===== src/include/radio_cfg_pkg.sv =====
// Package for the radio common configuration register bank.
// Assumes a 50 MHz clock; shared by the bank and its phase timer.
package radio_cfg_pkg;

  // Register addresses on the host register port
  localparam logic [7:0] ADDR_OP_MODE = 8'h01;
  localparam logic [7:0] ADDR_RATE_HIGH = 8'h03;
  localparam logic [7:0] ADDR_RATE_LOW = 8'h04;
  localparam logic [7:0] ADDR_DEV_HIGH = 8'h05;
  localparam logic [7:0] ADDR_DEV_LOW = 8'h06;
  localparam logic [7:0] ADDR_FREQ_HIGH = 8'h07;
  localparam logic [7:0] ADDR_FREQ_MID = 8'h08;
  localparam logic [7:0] ADDR_FREQ_LOW = 8'h09;
  localparam logic [7:0] ADDR_RC_OSC = 8'h0a;
  localparam logic [7:0] ADDR_AFC_CTRL = 8'h0b;
  localparam logic [7:0] ADDR_BATTERY = 8'h0c;
  localparam logic [7:0] ADDR_LISTEN_CFG = 8'h0d;
  localparam logic [7:0] ADDR_IDLE_COEFF = 8'h0e;
  localparam logic [7:0] ADDR_RX_COEFF = 8'h0f;
  localparam logic [7:0] ADDR_VERSION = 8'h10;

  // Values after reset
  localparam logic [7:0] RST_RATE_HIGH = 8'h1a;
  localparam logic [7:0] RST_RATE_LOW = 8'h0b;
  localparam logic [5:0] RST_DEV_HIGH = 6'h00;
  localparam logic [7:0] RST_DEV_LOW = 8'h52;
  localparam logic [7:0] RST_FREQ_HIGH = 8'he4;
  localparam logic [7:0] RST_FREQ_MID = 8'hc0;
  localparam logic [7:0] RST_FREQ_LOW = 8'h00;
  localparam logic [2:0] RST_TRIM = 3'h2;
  localparam logic [1:0] RST_IDLE_UNIT = 2'h2;
  localparam logic [1:0] RST_RX_UNIT = 2'h1;
  localparam logic [1:0] RST_END_ACTION = 2'h1;
  localparam logic [7:0] RST_IDLE_COEFF = 8'hf5;
  localparam logic [7:0] RST_RX_COEFF = 8'h20;
  localparam logic [5:0] OSC_UNUSED_BITS = 6'h01;

  // Field positions
  localparam int BIT_SEQ_OFF = 7;
  localparam int BIT_LISTEN_ON = 6;
  localparam int BIT_LISTEN_ABORT = 5;
  localparam int BIT_CAL_TRIGGER = 7;
  localparam int BIT_LOW_INDEX_AFC = 5;
  localparam int BIT_BAT_ENABLE = 3;

  // Operating modes and post-accept actions
  localparam logic [2:0] MODE_SLEEP = 3'h0;
  localparam logic [2:0] MODE_STANDBY = 3'h1;
  localparam logic [2:0] MODE_RX = 3'h4;
  localparam logic [1:0] END_STAY_RX = 2'h0;
  localparam logic [1:0] END_GO_MODE = 2'h1;
  localparam logic [1:0] END_RESUME = 2'h2;

  // Timing at a 20 ns clock
  localparam int CLOCK_PERIOD_NS = 20;
  localparam int UNIT_SHORT_NS = 64000;
  localparam int UNIT_MID_NS = 4100000;
  localparam int UNIT_LONG_NS = 262000000;
  localparam int RC_CAL_TIME_NS = 20000;
  localparam int UNIT_SHORT_CYCLES = UNIT_SHORT_NS / CLOCK_PERIOD_NS;
  localparam int UNIT_MID_CYCLES = UNIT_MID_NS / CLOCK_PERIOD_NS;
  localparam int UNIT_LONG_CYCLES = UNIT_LONG_NS / CLOCK_PERIOD_NS;
  localparam int RC_CAL_CYCLES = RC_CAL_TIME_NS / CLOCK_PERIOD_NS;

  // Listen duty-cycle sequencer states
  typedef enum logic [4:0] {
    LS_OFF = 5'h01,
    LS_IDLE = 5'h02,
    LS_RX = 5'h04,
    LS_HOLD = 5'h08,
    LS_STOP = 5'h10
  } listen_state_e;

  // Configuration words driven to the radio
  typedef struct packed {
    logic [15:0] rate_divisor;
    logic [13:0] deviation;
    logic [23:0] carrier_word;
    logic low_index_afc_select;
    logic battery_detector_enable;
    logic [2:0] battery_threshold_trim;
  } radio_config_s;

  // Listen mode settings
  typedef struct packed {
    logic [1:0] idle_time_unit;
    logic [1:0] rx_time_unit;
    logic accept_criterion;
    logic [1:0] post_accept_action;
    logic [7:0] idle_time_coeff;
    logic [7:0] rx_time_coeff;
  } listen_config_s;

  // Events reported by the modem and analog side
  typedef struct packed {
    logic signal_strength_limit;
    logic sync_and_address_match;
    logic payload_complete_flag;
    logic rx_timeout;
    logic battery_comparator;
  } radio_events_s;

endpackage : radio_cfg_pkg


===== src/rtl/phase_timer.sv =====
// Listen phase timer: counts coeff times the selected time unit.
// Assumes start is a one-cycle pulse; unit lengths come as parameters.
`timescale 1ns/1ps
module phase_timer
  import radio_cfg_pkg::*;
#(
  parameter int unsigned SHORT_CYCLES = UNIT_SHORT_CYCLES,
  parameter int unsigned MID_CYCLES = UNIT_MID_CYCLES,
  parameter int unsigned LONG_CYCLES = UNIT_LONG_CYCLES
) (
  input wire logic clock,
  input wire logic rst_b,
  input wire logic start,
  input wire logic [1:0] unit,
  input wire logic [7:0] coeff,
  output logic expired
);

  typedef struct packed {
    logic [23:0] unit_count;
    logic [7:0] coeff_count;
    logic running;
    logic expired;
  } timer_s;

  timer_s s;
  timer_s next_s;

  // Unit length in cycles; reserved code falls back to the short unit
  function automatic logic [23:0] unit_len(input logic [1:0] code);
    unique case (code)
      2'h2: unit_len = 24'(MID_CYCLES);
      2'h3: unit_len = 24'(LONG_CYCLES);
      default: unit_len = 24'(SHORT_CYCLES);
    endcase
  endfunction : unit_len

  // Two nested down counters, units inside coefficient
  always_comb begin
    next_s = s;
    next_s.expired = 1'b0;
    if (start) begin
      next_s.coeff_count = coeff;
      next_s.unit_count = unit_len(unit) - 24'h0001;
      next_s.running = (coeff != 8'h00);
      next_s.expired = (coeff == 8'h00);
    end else if (s.running) begin
      if (s.unit_count != 24'h0000) begin
        next_s.unit_count = s.unit_count - 24'h0001;
      end else if (s.coeff_count == 8'h01) begin
        next_s.running = 1'b0;
        next_s.expired = 1'b1;
      end else begin
        next_s.coeff_count = s.coeff_count - 8'h01;
        next_s.unit_count = unit_len(unit) - 24'h0001;
      end
    end
  end

  // State register
  always_ff @(posedge clock) begin
    if (!rst_b) begin
      s <= '0;
    end else begin
      s <= next_s;
    end
  end

  assign expired = s.expired;
endmodule : phase_timer


===== src/rtl/radio_config_regs.sv =====
// Summary of operation
// RULE1 - Low divisor byte sets bit rate
// RULE2 - Deviation is fourteen bits over two registers
// RULE3 - Carrier word formed from three bytes
// RULE4 - Trigger bit starts RC calibration, reads zero
// RULE5 - Host calibrates only from standby mode; the bank accepts the trigger in any mode
// RULE6 - Done bit low while calibrating, else high
// RULE7 - AFC bit selects low index routine
// RULE8 - Live battery flag while detector enabled
// RULE9 - Enable bit switches battery detector, reset off
// RULE10 - Trim code picks one of eight thresholds
// RULE11 - Idle unit code selects phase time unit
// RULE12 - Receive unit uses same encoding, reset 01
// RULE13 - Acceptance needs signal level, optionally sync
// RULE14 - Action 00 stays receiving, host disables
// RULE15 - Action 01 waits, then enters chosen mode
// RULE16 - Action 10 waits, resumes idle, discards FIFO
// RULE17 - Idle phase equals coefficient times unit
// RULE18 - Receive phase equals coefficient times unit
// RULE19 - Read-only version code register
// RULE20 - Mode field encodes modes, reads current
// RULE21 - High divisor byte just below, reset 1a
// RULE22 - Listen enable starts, abort stops listening
// RULE23 - Unused bits constant, triggers read zero
// RULE24 - Registers load reset values, hold writes
//
// Register bank with listen duty-cycle sequencer.
// Assumes one-cycle strobes, never both at once; read data next cycle.
//
// Implementation choice: the strobed register port.
`timescale 1ns/1ps
module radio_config_regs
  import radio_cfg_pkg::*;
#(
  parameter logic [7:0] VERSION_CODE = 8'h11, // Arbitrary value
  parameter int unsigned MID_UNIT_CYCLES = UNIT_MID_CYCLES,
  parameter int unsigned LONG_UNIT_CYCLES = UNIT_LONG_CYCLES
) (
  input wire logic clock,
  input wire logic rst_b,
  input wire logic [7:0] address,
  input wire logic [7:0] write_data,
  input wire logic write_strobe,
  input wire logic read_strobe,
  output logic [7:0] read_data,
  input wire radio_events_s radio_events,
  output radio_config_s radio_config,
  output logic [2:0] chip_mode,
  output logic sequencer_forced,
  output logic rc_cal_finished,
  output logic battery_low_live,
  output logic listen_active,
  output logic fifo_discard
);

  typedef struct packed {
    radio_config_s cfg;
    listen_config_s lcfg;
    logic [2:0] mode_sel;
    logic seq_off;
    logic listen_enable;
    listen_state_e ls;
    logic stop_in_rx;
    logic [2:0] chip_mode;
    logic cal_done;
    logic [15:0] cal_count;
    logic live;
    logic flush_pending;
    logic fifo_discard;
    logic listening;
    logic timer_start;
    logic [1:0] timer_unit;
    logic [7:0] timer_coeff;
    logic [7:0] read_data;
  } state_s;

  localparam state_s STATE_RESET = '{
    cfg: '{
      rate_divisor: {RST_RATE_HIGH, RST_RATE_LOW},
      deviation: {RST_DEV_HIGH, RST_DEV_LOW},
      carrier_word: {RST_FREQ_HIGH, RST_FREQ_MID, RST_FREQ_LOW},
      low_index_afc_select: 1'b0,
      battery_detector_enable: 1'b0,
      battery_threshold_trim: RST_TRIM
    },
    lcfg: '{
      idle_time_unit: RST_IDLE_UNIT,
      rx_time_unit: RST_RX_UNIT,
      accept_criterion: 1'b0,
      post_accept_action: RST_END_ACTION,
      idle_time_coeff: RST_IDLE_COEFF,
      rx_time_coeff: RST_RX_COEFF
    },
    mode_sel: MODE_STANDBY,
    seq_off: 1'b0,
    listen_enable: 1'b0,
    ls: LS_OFF,
    stop_in_rx: 1'b0,
    chip_mode: MODE_STANDBY,
    cal_done: 1'b1,
    cal_count: 16'h0000,
    live: 1'b0,
    flush_pending: 1'b0,
    fifo_discard: 1'b0,
    listening: 1'b0,
    timer_start: 1'b0,
    timer_unit: 2'h0,
    timer_coeff: 8'h00,
    read_data: 8'h00
  };

  state_s s;
  state_s next_s;
  logic timer_expired;
  logic wr_op;
  logic abort;
  logic accept;
  logic rx_over;

  // Phase timer for idle and receive windows
  phase_timer #(
    .SHORT_CYCLES(UNIT_SHORT_CYCLES),
    .MID_CYCLES(MID_UNIT_CYCLES),
    .LONG_CYCLES(LONG_UNIT_CYCLES)
  ) u_phase_timer (
    .clock(clock),
    .rst_b(rst_b),
    .start(s.timer_start),
    .unit(s.timer_unit),
    .coeff(s.timer_coeff),
    .expired(timer_expired)
  );

  // Read view of every register
  function automatic logic [7:0] reg_value(input logic [7:0] addr,
                                           input state_s st);
    unique case (addr)
      ADDR_OP_MODE: reg_value = {st.seq_off, st.listen_enable, 1'b0,
                                 st.chip_mode, 2'b00}; // RULE20 RULE22
      ADDR_RATE_HIGH: reg_value = st.cfg.rate_divisor[15:8]; // RULE21
      ADDR_RATE_LOW: reg_value = st.cfg.rate_divisor[7:0]; // RULE1
      ADDR_DEV_HIGH: reg_value = {2'b00, st.cfg.deviation[13:8]}; // RULE2
      ADDR_DEV_LOW: reg_value = st.cfg.deviation[7:0];
      ADDR_FREQ_HIGH: reg_value = st.cfg.carrier_word[23:16]; // RULE3
      ADDR_FREQ_MID: reg_value = st.cfg.carrier_word[15:8];
      ADDR_FREQ_LOW: reg_value = st.cfg.carrier_word[7:0];
      ADDR_RC_OSC: reg_value = {1'b0, st.cal_done,
                                OSC_UNUSED_BITS}; // RULE4 RULE6 RULE23
      ADDR_AFC_CTRL: reg_value = {2'b00, st.cfg.low_index_afc_select,
                                  5'h00};
      ADDR_BATTERY: reg_value = {3'h0, st.live,
                                 st.cfg.battery_detector_enable,
                                 st.cfg.battery_threshold_trim}; // RULE8
      ADDR_LISTEN_CFG: reg_value = {st.lcfg.idle_time_unit,
                                    st.lcfg.rx_time_unit,
                                    st.lcfg.accept_criterion,
                                    st.lcfg.post_accept_action, 1'b0};
      ADDR_IDLE_COEFF: reg_value = st.lcfg.idle_time_coeff;
      ADDR_RX_COEFF: reg_value = st.lcfg.rx_time_coeff;
      ADDR_VERSION: reg_value = VERSION_CODE; // RULE19
      default: reg_value = 8'h00;
    endcase
  endfunction : reg_value

  // Decoded events of this cycle
  assign wr_op = write_strobe && address == ADDR_OP_MODE;
  assign abort = wr_op && write_data[BIT_LISTEN_ABORT]
                 && !write_data[BIT_LISTEN_ON]; // RULE22
  assign accept = radio_events.signal_strength_limit
                  && (!s.lcfg.accept_criterion
                      || radio_events.sync_and_address_match); // RULE13
  assign rx_over = radio_events.payload_complete_flag
                   || radio_events.rx_timeout;

  // Next state: register writes, calibration, battery, listen
  always_comb begin
    next_s = s;
    next_s.timer_start = 1'b0;
    next_s.fifo_discard = 1'b0;
    next_s.read_data = read_strobe ? reg_value(address, s) : 8'h00;

    // RC calibration countdown; a trigger written below restarts it
    if (!s.cal_done) begin // RULE6
      if (s.cal_count == 16'h0000) begin
        next_s.cal_done = 1'b1;
      end else begin
        next_s.cal_count = s.cal_count - 16'h0001;
      end
    end

    // Register writes; unused bits never stored
    if (write_strobe) begin // RULE23 RULE24
      unique case (address)
        ADDR_OP_MODE: begin
          next_s.seq_off = write_data[BIT_SEQ_OFF];
          next_s.listen_enable = write_data[BIT_LISTEN_ON]; // RULE22
          next_s.mode_sel = write_data[4:2]; // RULE20
        end
        ADDR_RATE_HIGH: next_s.cfg.rate_divisor[15:8] = write_data; // RULE21
        ADDR_RATE_LOW: next_s.cfg.rate_divisor[7:0] = write_data; // RULE1
        ADDR_DEV_HIGH: next_s.cfg.deviation[13:8] = write_data[5:0]; // RULE2
        ADDR_DEV_LOW: next_s.cfg.deviation[7:0] = write_data; // RULE2
        ADDR_FREQ_HIGH: next_s.cfg.carrier_word[23:16] = write_data; // RULE3
        ADDR_FREQ_MID: next_s.cfg.carrier_word[15:8] = write_data; // RULE3
        ADDR_FREQ_LOW: next_s.cfg.carrier_word[7:0] = write_data; // RULE3
        ADDR_RC_OSC: begin
          if (write_data[BIT_CAL_TRIGGER]) begin // RULE4
            next_s.cal_done = 1'b0;
            next_s.cal_count = 16'(RC_CAL_CYCLES - 1);
          end
        end
        ADDR_AFC_CTRL: begin
          next_s.cfg.low_index_afc_select =
            write_data[BIT_LOW_INDEX_AFC]; // RULE7
        end
        ADDR_BATTERY: begin
          next_s.cfg.battery_detector_enable =
            write_data[BIT_BAT_ENABLE]; // RULE9
          next_s.cfg.battery_threshold_trim = write_data[2:0]; // RULE10
        end
        ADDR_LISTEN_CFG: begin
          next_s.lcfg.idle_time_unit = write_data[7:6]; // RULE11
          next_s.lcfg.rx_time_unit = write_data[5:4]; // RULE12
          next_s.lcfg.accept_criterion = write_data[3]; // RULE13
          next_s.lcfg.post_accept_action = write_data[2:1];
        end
        ADDR_IDLE_COEFF: next_s.lcfg.idle_time_coeff = write_data;
        ADDR_RX_COEFF: next_s.lcfg.rx_time_coeff = write_data;
        default: ;
      endcase
    end

    // Live comparator view, forced low while the detector is off
    next_s.live = s.cfg.battery_detector_enable
                  && radio_events.battery_comparator; // RULE8

    // Listen duty-cycle sequencer
    unique case (s.ls)
      LS_OFF: begin
        if (s.listen_enable) begin // RULE22
          next_s.ls = LS_IDLE;
          next_s.timer_start = 1'b1;
          next_s.timer_unit = s.lcfg.idle_time_unit;
          next_s.timer_coeff = s.lcfg.idle_time_coeff; // RULE17
        end
      end
      LS_IDLE: begin
        if (timer_expired) begin
          next_s.ls = LS_RX;
          next_s.timer_start = 1'b1;
          next_s.timer_unit = s.lcfg.rx_time_unit;
          next_s.timer_coeff = s.lcfg.rx_time_coeff; // RULE18
          next_s.fifo_discard = s.flush_pending; // RULE16
          next_s.flush_pending = 1'b0;
        end
      end
      LS_RX: begin
        if (accept) begin
          if (s.lcfg.post_accept_action == END_STAY_RX) begin // RULE14
            next_s.ls = LS_STOP;
            next_s.stop_in_rx = 1'b1;
          end else begin
            next_s.ls = LS_HOLD;
          end
        end else if (timer_expired) begin
          next_s.ls = LS_IDLE;
          next_s.timer_start = 1'b1;
          next_s.timer_unit = s.lcfg.idle_time_unit;
          next_s.timer_coeff = s.lcfg.idle_time_coeff; // RULE17
        end
      end
      LS_HOLD: begin
        if (rx_over) begin
          if (s.lcfg.post_accept_action == END_RESUME) begin // RULE16
            next_s.ls = LS_IDLE;
            next_s.flush_pending = 1'b1;
            next_s.timer_start = 1'b1;
            next_s.timer_unit = s.lcfg.idle_time_unit;
            next_s.timer_coeff = s.lcfg.idle_time_coeff;
          end else begin // RULE15
            next_s.ls = LS_STOP;
            next_s.stop_in_rx = 1'b0;
          end
        end
      end
      LS_STOP: begin
        if (!s.listen_enable) begin // RULE14
          next_s.ls = LS_OFF;
        end
      end
    endcase

    // Abort wins over any sequencer step
    if (abort) begin // RULE22
      next_s.ls = LS_OFF;
      next_s.flush_pending = 1'b0;
    end

    // Reported chip mode follows the sequencer
    unique case (next_s.ls)
      LS_IDLE: next_s.chip_mode = MODE_SLEEP;
      LS_RX, LS_HOLD: next_s.chip_mode = MODE_RX;
      LS_STOP: begin
        next_s.chip_mode = next_s.stop_in_rx ? MODE_RX
                                             : next_s.mode_sel; // RULE15
      end
      default: next_s.chip_mode = next_s.mode_sel; // RULE20
    endcase
    next_s.listening = (next_s.ls != LS_OFF);
  end

  // State register
  always_ff @(posedge clock) begin
    if (!rst_b) begin
      s <= STATE_RESET; // RULE24
    end else begin
      s <= next_s;
    end
  end

  // Outputs, each straight from the state register
  assign read_data = s.read_data;
  assign radio_config = s.cfg;
  assign chip_mode = s.chip_mode;
  assign sequencer_forced = s.seq_off;
  assign rc_cal_finished = s.cal_done;
  assign battery_low_live = s.live;
  assign listen_active = s.listening;
  assign fifo_discard = s.fifo_discard;
endmodule : radio_config_regs


===== config.mk =====
export PLATFORM = sky130hd
export DESIGN_NAME = radio_config_regs
export DESIGN_NICKNAME = d
export VERILOG_FILES = /design/src/include/radio_cfg_pkg.sv /design/src/rtl/phase_timer.sv /design/src/rtl/radio_config_regs.sv
export SDC_FILE = /design/constraint.sdc
export NUM_CORES = 1
export LEC_CHECK = 0
export BUFFER_PORTS_ARGS = -buffer_cell sky130_fd_sc_hd__buf_2
export CORE_MARGIN = 4
export CORE_UTILIZATION = 35
export DETAILED_ROUTE_END_ITERATION = 8
export PLACE_DENSITY = 0.48
export SETUP_SLACK_MARGIN = 0.2
export SYNTH_ARGS = -nofsm -noshare
export SYNTH_HDL_FRONTEND = slang
export SYNTH_SLANG_ARGS = --single-unit

===== constraint.sdc =====
create_clock -name clock -period 5.9 [get_ports clock]
set_clock_uncertainty 0.2 [all_clocks]
set_input_delay 0 -clock clock [delete_from_list [all_inputs] [get_ports clock]]
set_output_delay 0 -clock clock [all_outputs]
set_load 0.1 [all_outputs]

## Word-level counts from Yosys, hierarchy flattened

Index checks and enable logic that the tools add are counted.

- Bits in registers: 170
- Bits in writable memories: 0
- ROM bits: 0
- Memories: 0
- Word-level logic and storage cells: 166
- Latch bits: 0

- Bitwise gates (word level): 1
- Shift operators: 0
- Div/mod/pow operators: 0
- Reductions and logical operators: 38
- Multiply operators: 0
- Multiplexer cells: 48
- Equality and inequality tests: 38
- Add/sub/neg operators: 5
- $lt $le $gt $ge: 0

Operator list:

| cell | number |
|---|---|
| $mux W24 | 6 |
| $pmux W8 S15 | 1 |
| $sub A24 B1 Y24 const B | 3 |
| $mux W17 | 4 |
| $mux W34 | 2 |
| $mux W11 | 6 |
| $eq A8 B4 Y1 const B | 8 |
| $mux W5 | 10 |
| $pmux W24 S2 | 1 |
| $pmux W11 S4 | 1 |
| $eq A8 B3 Y1 const B | 4 |
| $mux W32 | 1 |
| $reduce_and A2 Y1 | 15 |
| $pmux W5 S5 | 1 |
| $reduce_bool A24 Y1 | 1 |
| $eq A8 B1 Y1 const B | 2 |
| $logic_not A16 Y1 | 1 |
| $mux W16 | 1 |
| $sub A16 B1 Y16 const B | 1 |
| $ne A2 B2 Y1 const B | 6 |
| $eq A5 B2 Y1 const B | 2 |
| $eq A5 B3 Y1 const B | 2 |
| $eq A5 B4 Y1 const B | 2 |
| $eq A5 B5 Y1 const B | 2 |
| 28 further kinds | 47 |

## Depth between registers and ports, before layout

Gate-level depths: netlist of the first run.

- Depth after elaboration: 11
- Gate-level depth with buffers: 9
- Gate-level depth less buffers: 8

## Cells and area by module

Synthesis of the first run repeated with hierarchy kept, for this count alone.

- Cell total of the unflattened synthesis: 1092
- Area total of the unflattened synthesis: 8988.6 µm²

Modules (own cells, without submodules):

| module | cells an instance | times used | seq. area each (µm²) | area each (µm²) |
|---|---|---|---|---|
| radio_config_regs | 814 | 1 | 2722.6 | 6749.0 |
| phase_timer | 278 | 1 | 680.7 | 2239.6 |

## Worst setup path after synthesis of the first run

Ideal clock, no wire load.

- Kind: register -> register
- Start point: register u_phase_timer.s[26] (netlist bit)
- End point: register u_phase_timer.s[3] (netlist bit)
- Slack: 3.318 ns
- Library setup time: 0.067 ns
- Path buffers: 0
- Arrival time: 2.315 ns
- Stages on the path, launching flop included: 7
- Period minus slack after synthesis: 2.582 ns
- Path through: dfxtp_1 > or4_4 > or4_4 > nor4_4 > a21oi_1 > a311o_1 > a21oi_2

- Cells in the longest elaborated chain, start to end: 3

Ends and longest elaborated chain:

| item | RTL line | source |
|---|---|---|
| start, declared | phase_timer.sv:26 | `timer_s s;` |
| start signal, assigned | phase_timer.sv:65 | `s <= next_s;` |
| $reduce_bool A24 Y1 | phase_timer.sv:48 | `if (s.unit_count != 24'h0000) begin` |
| $ne A2 B2 Y1 (no line) | -- |  |
| $reduce_and A3 Y1 (no line) | -- |  |

Every way passes these cells.
A chain may end at the register's enable or synchronous reset.

## Final worst setup path of the first run

- Start point: register u_phase_timer.s[16] (netlist bit)
- End point: register u_phase_timer.s[12] (netlist bit)

- Cells in the longest elaborated chain, start to end: 4
- Elaborated cells on any way between the ends: 6

Ends and longest elaborated chain:

| item | RTL line | source |
|---|---|---|
| $reduce_bool A24 Y1 (*) | phase_timer.sv:48 |  |
| $mux W24 | phase_timer.sv:48 |  |
| $mux W34 | phase_timer.sv:47 | `end else if (s.running) begin` |
| $mux W34 | phase_timer.sv:42 | `if (start) begin` |

Every way passes the cells marked *; elsewhere a longest branch is shown, timed or not. The select of a mux whose other input is x is not followed.

==> flow_summary.toml, run 1 <==
[critical_path]
cpPeakStageDelay_ns = 1.01
crit_family = "simple AND/OR/NAND/NOR gates"
cp-startpoint = "u_phase_timer.s[16]"
critPathKind = "flip-flop to flip-flop"
cp-end-kind = "flip-flop"
worstPathRequired_ns = 6.03
reg2reg_from = "u_phase_timer.s[16]"
worstRegToRegCells = 5
r2r_slack_ns = 2.41
startpoint_type = "flip-flop"
r2r_end = "u_phase_timer.s[12]"
path_buf_inv = 0
path_cells = "nor4_1 > nand4b_1 > nor3_1 > nor2_1 > a311oi_1"
slowest_stage = "nor3_1"
arrival_ns = 3.62
crit_fanout = 11

[floorplan]
fp.dieH_um = 166
io_pins = 100
die_area_sq_um = 27700
core-area_sq_um = 24500
rows = 57
start_util_pct = 35.8
die_w_um = 166

[global_route]
grt_pass1_vias = 7508
antenna_found_initial = 0
grt_overflow = 0
grt_pass1_wl_mm = 44.0
track_usage_pct = 19.7
grt_max_degree = 49

[synth]
synth.most_common_cell = "dfxtp_1"
ys_warn_count = 0
yosys.area.top_type = "dfxtp_1"
synth_edf_count = 0
synthTopCellsByCount = "170 x dfxtp_1, 154 x nand2_1, 95 x a21oi_1, 83 x nor2_1, 70 x buf_4"
async_reset_ff_share_pct = 0
mappedNetlistArea_sq_um = 8790
synth_seq_area_share_pct = 38.7
syn_nets = 1122
avgSynthCellArea_sq_um = 8.06
synth_flop_cell = "dfxtp_1"
synth_top_area_share_pct = 38.7
synthTopCellsByArea = "dfxtp_1 39%, nand2_1 6.6%, buf_4 6.0%, a21oi_1 5.4%, mux2i_1 4.9%"
ys_ff_latch = 170
ys_types = 77
synth_cells = 1091

[clock_tree]
clkSlewWorstSetupHoldPaths_ns = 0.08
htreeDepth = 4
cts.sinks = 170
cts_root_buf = "clkbuf_16"
cts_tree = "done"
clk_latency_ns = 0.44
clk_path_buf_depth = 2
post_cts_buffers = 0
cts_inserted_buffers = 17

[routing]
routed_via_density = 5.53
ant_nets = 0
routed-via-count = 7948
finalWirelength_mm = 28.0
drt_iter0_drc = 676
wl_per_cell_um = 19.5
firstDrtPassIters = 5
drc = 0

[sta]
worst_pin_slew_ns = 1.19
setup_viol_count_final = 0
slew_headroom_pct = 20.1
finalCritPeriodShare_pct = 59.1
period_needed_ns = 3.49
worst_slack_ns = 2.41
fmax_mhz = 287
fin_setup_tns_ns = 0
drv_slew = 0
rsz0062_at_grt = "false"
finalHoldViolCount = 0

[outcome]
status = "finished, final reports clean"

[power_and_ir_drop]
p_leak_nw = 3.96
ir_drop_mv = 0.144
power_density_nw_per_um2 = 243

[worst_hold_path]
min_path_type = "input pin to flip-flop"
holdCritStartpoint = "address[6]"
min_path_cells = 6
min_to = "read_data[4]"

[run]
cap_viol_max_count = 0

[placement]
hpwl_mm = 19.6
portBuffers = 99
gp_congestion = 0.804
place_worst_setup_slack_ns = 2.45

[finish]
drive_above_1_share_pct = 15.5
nFillCells = 2564
area_growth_syn_to_layout_pct = 11.0
seq_area_sq_um = 3400
nets = 1130
diodes = 0
multiInputGateArea_sq_um = 4530
final cells by class:
class / count / area share [%]
Clock buffer: 17 / 4.36
Clock inverter: 15 / 1.54
Inverter: 16 / 0.615
Multi-Input combinational cell: 763 / 46.4
Sequential cell: 170 / 34.9
Tap cell: 324 / 4.15
Timing Repair Buffer: 131 / 8.10
per-stage QoR:
| step | utilization, % | area (sq um) | total power (W) | hold WS [ns] | std cells |
|---|---|---|---|---|---|
| after global placement | 36.5 | 8970 | 0.00128 | 0.0451 | 1382 |
| final | 39.8 | 9760 | 0.00237 | 0.0811 | 1436 |
| after CTS | 39.8 | 9760 | 0.00239 | 0.0160 | 1436 |
| after floorplan | - | 8790 | 0.00124 | -0.0640 | 1091 |
| after detailed placement | 36.5 | 8970 | 0.00128 | 0.0527 | 1382 |
| after global routing | 39.8 | 9760 | 0.00246 | 0.107 | 1436 |
sequential cells by signal (all words and copies together), names as in the netlist:
name                   cells
radio_config              59
u_phase_timer.s           33
chip_mode                  3
u_phase_timer.expired      1
listen_active              1
rc_cal_finished            1
read_data                  8
sequencer_forced           1
s                         61
battery_low_live           1
fifo_discard               1
logic make-up (layout without fill, tap and decap cells):
logic type,after synthesis,count (layout),share of synthesized area [%]
DFF,170,170,38.7
muxes,48,48,5.54
and+or+nand+nor,436,436,24.4
buffers and inverters,158,179,9.88
xor gates and xnor gates,29,29,2.89
AOI/OAI and AO/OA,244,244,17.7
adders and majority gates,6,6,0.854
power by group:
part	switching, W	internal (W)	leakage (nW)	total, W
Clock	0.000545	0.000564	0.278	0.00111
Sequential	0.00000157	0.00115	1.37	0.00115
Combinational	0.0000812	0.0000310	2.31	0.000112
worst max-delay path by stage:
stage / endpoint / slack, ns / cells past startpoint
after floorplan: u_phase_timer.s[3] / 3.32 / 6
after global placement: u_phase_timer.s[33] / 2.50 / 6
after detailed placement: u_phase_timer.s[33] / 2.45 / 6
after CTS: u_phase_timer.s[33] / 2.44 / 6
after global routing: u_phase_timer.s[12] / 2.13 / 5
final: u_phase_timer.s[12] / 2.41 / 5
repair_timing:
item                                   CTS  global route
setup endpoints to repair                0             0
endpoints found under the hold margin   97             0
hold buffers                            22             0
gates resized for setup                  0             0
per-layer routing:
metal  part of all wire, %  global-route usage, %  vias up
li1                      -                      -     3834
met1                    50                   29.8     3820
met2                    43                   28.8      250
met3                   5.2                   3.06       44
met4                   2.1                   5.91        0
met5                     0                      0        -
cells in the final DEF, fill, tap and decap left out, types with 10 or more instances in the layout:
cell type,count
nand2_1,154
buf_4,10
nor2_1,83
buf_2,99
xnor2_1,13
clkbuf_16,17
a31oi_1,15
dlygate4sd3_1,22
a22oi_1,19
nor4_1,17
inv_1,15
xor2_1,16
o21ai_0,38
dfxtp_1,170
nor3_1,28
mux2i_1,43
a21oi_1,95
and3_1,15
nand3_1,62
worst min-delay path: stages:
cell     delay (ns)
buf_2          0.11
nor4_1         0.09
nand2_1        0.07
o22ai_1        0.09
a31oi_1        0.15
a41oi_1        0.13
No activity file was read; power rests on OpenSTA's default activity.
==> run 2, diff against run 1 <==
--- a/config.mk
+++ b/config.mk
@@ -5,11 +5,12 @@
 export SDC_FILE = /design/constraint.sdc
 export NUM_CORES = 1
 export LEC_CHECK = 0
+export ABC_AREA = 1
 export BUFFER_PORTS_ARGS = -buffer_cell sky130_fd_sc_hd__buf_2
 export CORE_MARGIN = 4
 export CORE_UTILIZATION = 35
 export DETAILED_ROUTE_END_ITERATION = 8
-export PLACE_DENSITY = 0.48
+export PLACE_DENSITY = 0.5
 export SETUP_SLACK_MARGIN = 0.2
 export SYNTH_ARGS = -nofsm -noshare
 export SYNTH_HDL_FRONTEND = slang
==> constraint.sdc (replaced) <==
create_clock -name clock -period 2.9 [get_ports clock]
set_clock_uncertainty 0.2 [all_clocks]
set_input_delay 0 -clock clock [delete_from_list [all_inputs] [get_ports clock]]
set_output_delay 0 -clock clock [all_outputs]
set_load 0.1 [all_outputs]
==> flow_summary.toml, run 2 <==
[routing]
ant_nets = 0
routed_via_density = 4.96
firstDrtPassIters = 5
wl_per_cell_um = 16.1
routed-via-count = 8216
finalWirelength_mm = 26.7
drc = 0
drt_iter0_drc = 564

[power_and_ir_drop]
clkPwrFrac_pct = 47.5
ir_drop_mv = 0.270
p_int_w = 0.00368
pwr-share-seq_pct = 46.6
power_density_nw_per_um2 = 499
switching_share_pct = 27.0
power.switching_w = 0.00136
p_comb_share_pct = 5.9
p_leak_nw = 4.54

[sta]
fin_setup_tns_ns = 0
finalHoldViolCount = 0
slew_headroom_pct = 54.3
finalCritPeriodShare_pct = 86.6
worst_pin_slew_ns = 0.683
setup_viol_count_final = 0
rsz0062_at_grt = "false"
drv_slew = 0
period_needed_ns = 2.51
fmax_mhz = 398

[critical_path]
reg2reg_from = "u_phase_timer.s[10]"
cp-end-kind = "flip-flop"
worstPathRequired_ns = 3.09
crit_top_cell = "dlygate4sd3_1"
arrival_ns = 2.70
crit_fanout = 10
path_buf_inv = 4
crit_family = "buffers and inverters"
critPathKind = "input pin to flip-flop"
path_cells = "dlygate4sd3_1 > buf_2 > nand4_1 > nor2_1 > nand2_1 > dlygate4sd3_1 > o211ai_1 > dlygate4sd3_1"
cpPeakStageDelay_ns = 0.57
startpoint_type = "input pin"
cp-startpoint = "address[2]"
slowest_stage = "dlygate4sd3_1"

[floorplan]
die_w_um = 167
core-area_sq_um = 25000
fp.dieH_um = 167
start_util_pct = 35.5
io_pins = 100
die_area_sq_um = 28000
rows = 58

[finish]
nets = 1344
final_cell_mix = "234 x nand2_1, 170 x dfxtp_1, 133 x nor2_1"
final_common_cell = "nand2_1"
top_register = "s"
nFillCells = 2657
area_growth_syn_to_layout_pct = 13.8
finish.instance_area_sq_um = 10100
drive_above_1_share_pct = 14.9
diodes = 0
largest_reg_flops = 61

[clock_tree]
post_cts_buffers = 0
cts.sinks = 170
cts_inserted_buffers = 17
clkSlewWorstSetupHoldPaths_ns = 0.08
cts_root_buf = "clkbuf_16"
cts_tree = "done"
htreeDepth = 4
clk_path_buf_depth = 2
clk_latency_ns = 0.44

[global_route]
grt_use_met1_pct = 26.0
antenna_found_initial = 0
grt_max_degree = 54
top_usage_layer = "met2"
track_usage_pct = 18.9
grt_pass1_wl_mm = 42.8
grt_util_met3_pct = 4.04
grt_overflow = 0
grt_pass1_vias = 7912
grt.met2_usage_pct = 30.1

[synth]
ys_types = 52
synth_edf_count = 0
synthTopCellsByCount = "234 x nand2_1, 170 x dfxtp_1, 133 x nor2_1, 126 x inv_1, 111 x a21oi_1"
synth_cells = 1260
async_reset_ff_share_pct = 0
avgSynthCellArea_sq_um = 7.05
mappedNetlistArea_sq_um = 8880
synth_top_area_share_pct = 38.3
synth_seq_area_share_pct = 38.3
ys_ff_latch = 170
synth_flop_cell = "dfxtp_1"
synthTopCellsByArea = "dfxtp_1 38%, nand2_1 9.9%, a21oi_1 6.3%, buf_4 6.0%, nor2_1 5.6%"
syn_nets = 1291
synth.most_common_cell = "nand2_1"
yosys.area.top_type = "dfxtp_1"
ys_warn_count = 0

[placement]
place_area_sq_um = 9230
gp_congestion = 0.892
hpwl_mm = 19.9
portBuffers = 99

[run]
cap_viol_max_count = 0

[worst_hold_path]
holdCritStartpoint = "address[0]"
min_path_type = "input pin to flip-flop"

[outcome]
status = "finished, final reports clean"
-- run 2: cell count changes after synthesis, sizes merged, moves of 9 or more --
cell and change:
inv +123, nand2 +86, o21ai +75, nor2 +71, mux2i -43, clkbuf -42, o211ai +27, a21oi +16
and3 -15, nor4 -13, or3 -10, xnor2 -9
-- run 2: layout make-up --
class	count	area [sq um]	area share [%]
repair buffers	138	881	8.71
well taps	330	413	4.08
clock inverters	15	195	1.93
clock buffers	17	425	4.21
flip-flops and latches	170	3400	33.7
multi-input cells	845	4260	42.1
inverters	141	532	5.26
-- run 2: cells by family after synthesis --
| kind of cell | count (synthesis) | share of synthesized area (%) |
|---|---|---|
| and+or+nand+nor | 521 | 26.4 |
| AOI/OAI and AO/OA | 299 | 18.9 |
| buffers and inverters | 245 | 13.8 |
| DFF | 170 | 38.3 |
| xor gates and xnor gates | 19 | 1.87 |
| adders and majority gates | 6 | 0.845 |
-- run 2: through the flow --
stage	cells	hold WS, ns	setup slack, ns	utilization [%]	power (W)
after CTS	1656	0.00235	0.430	40.4	0.00510
after global routing	1656	0.0606	0.254	40.4	0.00521
after global placement	1598	0.0287	0.637	36.8	0.00268
final	1656	0.00523	0.388	40.4	0.00504
after floorplan	1260	-0.0792	0.807	-	0.00258
after detailed placement	1598	0.0251	0.590	36.8	0.00268
-- run 2: path summary, 6_finish.rpt --
path	slack, ns	cells after the start	end
min reg2reg	0.25	2	fifo_discard
max reg2reg	0.57	11	u_phase_timer.s[31]
max	0.39	8	radio_config[1]
min	0.005	6	s[23]
-- run 2: routing by layer --
| metal | vias to the layer above | share of wire, % | wire, um |
|---|---|---|---|
| met1 | 3749 | 47 | 12700 |
| met5 | - | 0 | 0 |
| li1 | 4235 | - | - |
| met2 | 202 | 45 | 12000 |
| met4 | 0 | 1.7 | 450 |
| met3 | 30 | 5.8 | 1540 |
-- run 2: what timing repair did --
item	in CTS	in global routing
endpoints found under the setup margin	0	4
hold buffers	26	0
hold endpoints to repair	122	0
resized for setup	0	1
-- run 2: power by group through the flow --
stage | Sequential [W] | Combinational, W | Clock (W)
6_report | 0.00235 | 0.000296 | 0.00240
5_1_grt | 0.00235 | 0.000324 | 0.00253
4_1_cts | 0.00235 | 0.000295 | 0.00245
2_1_floorplan | 0.00242 | 0.000160 | 0
3_5_place_dp | 0.00241 | 0.000271 | 0
3_3_place_gp | 0.00241 | 0.000271 | 0
-- run 2: worst min-delay path: cells and delay by family --
kind | cells | cell delay [ns]
AO/OA/AOI/OAI | 1 | 0.09
AND/OR/NAND/NOR | 3 | 0.35
buffers and inverters | 2 | 0.15
==> run 3, diff against run 2 <==
--- a/config.mk
+++ b/config.mk
@@ -10,7 +10,8 @@
 export CORE_MARGIN = 4
 export CORE_UTILIZATION = 35
 export DETAILED_ROUTE_END_ITERATION = 8
-export PLACE_DENSITY = 0.5
+export HOLD_SLACK_MARGIN = 0.15
+export PLACE_DENSITY = 0.48
 export SETUP_SLACK_MARGIN = 0.2
 export SYNTH_ARGS = -nofsm -noshare
 export SYNTH_HDL_FRONTEND = slang
==> constraint.sdc (replaced) <==
create_clock -name clock -period 2.4 [get_ports clock]
set_clock_uncertainty 0.2 [all_clocks]
set_input_delay 0 -clock clock [delete_from_list [all_inputs] [get_ports clock]]
set_output_delay 0 -clock clock [all_outputs]
set_load 0.1 [all_outputs]
==> flow_summary.toml, run 3 (synthesized netlist as in run 2, its figures left out) <==
[critical_path]
worstPathRequired_ns = 2.57
cp-startpoint = "address[1]"
startpoint_type = "input pin"
arrival_ns = 2.32
critPathKind = "input pin to flip-flop"
cp-end-kind = "flip-flop"
crit_fanout = 6
reg2reg_from = "u_phase_timer.s[10]"

[sta]
fmax_mhz = 465
fin_setup_tns_ns = 0
setup_viol_count_final = 0
worst_pin_slew_ns = 0.552
drv_slew = 0
finalHoldViolCount = 0
period_needed_ns = 2.15
finalCritPeriodShare_pct = 89.6
slew_headroom_pct = 63.2
rsz0062_at_grt = "true"

[finish]
final_common_cell = "nand2_1"
final_cell_mix = "232 x nand2_1, 164 x dfxtp_1, 128 x nor2_1"
area_growth_syn_to_layout_pct = 19.3
diodes = 0
nets = 1393
fin_util_pct = 42.3
finish.instance_area_sq_um = 10600
top_register = "s"
nFillCells = 2705
drive_above_1_share_pct = 17.8
largest_reg_flops = 61

[global_route]
grt_max_degree = 44
track_usage_pct = 20.5
antenna_found_initial = 0
grt_pass1_vias = 8170
grt_overflow = 0
grt_pass1_wl_mm = 46.2

[clock_tree]
clkSlewWorstSetupHoldPaths_ns = 0.08
clk_latency_ns = 0.43
cts_tree = "done"
cts.sinks = 170
htreeDepth = 4
cts_inserted_buffers = 17
cts_root_buf = "clkbuf_16"
clk_path_buf_depth = 2

[power_and_ir_drop]
power.switching_w = 0.00157
p_comb_share_pct = 6.4
power_density_nw_per_um2 = 584
clkPwrFrac_pct = 47.6
ir_drop_mv = 0.369
p_leak_nw = 4.76
pwr-share-seq_pct = 45.9
power.total_w = 0.00619
p_int_w = 0.00462
switching_share_pct = 25.4

[placement]
hpwl_mm = 21.3
portBuffers = 99
gp_congestion = 0.856
place_area_sq_um = 9320

[floorplan]
rows = 58
fp.dieH_um = 167
core-area_sq_um = 25000
die_area_sq_um = 28000
start_util_pct = 35.5
io_pins = 100
die_w_um = 167

[worst_hold_path]
min_path_type = "input pin to flip-flop"
holdCritStartpoint = "radio_events[3]"

[routing]
firstDrtPassIters = 5
routed_via_density = 5.01
finalWirelength_mm = 29.3
ant_nets = 0
wl_per_cell_um = 17.2
routed-via-count = 8543
drt_iter0_drc = 602
drc = 0

[outcome]
status = "finished, final reports clean"

[run]
cap_viol_max_count = 0
## run 3: changes by cell type in the layout (fill, tap and decap cells not counted), sizes merged
cell	before	now
clkbuf	17	18
bufinv	1	3
nor2	154	155
clkinvlp	0	1
buf	112	139
dlygate4sd3	26	47
inv	149	145
## run 3: worst max-delay path, cell delays in order
cell and delay, ns:
buf_2 0.13, inv_1 0.07, nand2_1 0.05, dlygate4sd3_1 0.57, nor2_1 0.22, nand3_1 0.21, inv_2 0.17, dlygate4sd3_1 0.66
nand3_1 0.10, a21oi_1 0.14
## run 3: final cells by class
class | count | area, sq um | share of cell area [%]
Multi-Input combinational cell | 846 | 4360 | 41.1
Sequential cell | 170 | 3410 | 32.2
Timing Repair Buffer | 186 | 1270 | 12.0
Inverter | 141 | 534 | 5.04
Clock buffer | 18 | 429 | 4.05
Tap cell | 330 | 413 | 3.90
Clock inverter | 14 | 184 | 1.74
## run 3: per-stage QoR
| step | setup slack [ns] | instances | hold WS (ns) |
|---|---|---|---|
| 2_1_floorplan | 0.307 | 1260 | -0.0792 |
| 3_3_place_gp | 0.103 | 1614 | 0.0220 |
| 3_5_place_dp | 0.0646 | 1614 | 0.0290 |
| 4_1_cts | 0.221 | 1695 | 0.159 |
| 5_1_grt | 0.125 | 1705 | 0.197 |
| 6_report | 0.250 | 1705 | 0.148 |
## run 3: final timing paths
kind / to / slack [ns] / cells past startpoint
max: radio_config[42] / 0.25 / 10
min: s[48] / 0.15 / 9
max reg2reg: u_phase_timer.s[12] / 0.31 / 11
min reg2reg: fifo_discard / 0.24 / 2
## run 3: routing by layer
layer	routed length [um]	up-vias	GRT usage, %
met2	13500	206	33.0
li1	-	4320	-
met1	14000	3983	29.0
met3	1330	34	3.23
met5	0	-	0
met4	451	0	5.05
## run 3: power by group through the flow
stage	sequential [W]	clock (W)	combinational, W
after floorplan	0.00293	0	0.000193
after global placement	0.00291	0	0.000343
after detailed placement	0.00291	0	0.000341
after CTS	0.00284	0.00302	0.000385
after global routing	0.00284	0.00312	0.000429
final	0.00284	0.00295	0.000397
## run 3: repair_timing
action | CTS | global route
gates cloned | 0 | 1
hold buffers | 47 | 0
gates resized for setup | 2 | 32
buffers inserted | 2 | 9
endpoints found under the setup margin | 28 | 41
hold endpoints to repair | 149 | 0
pin swaps | 1 | 9
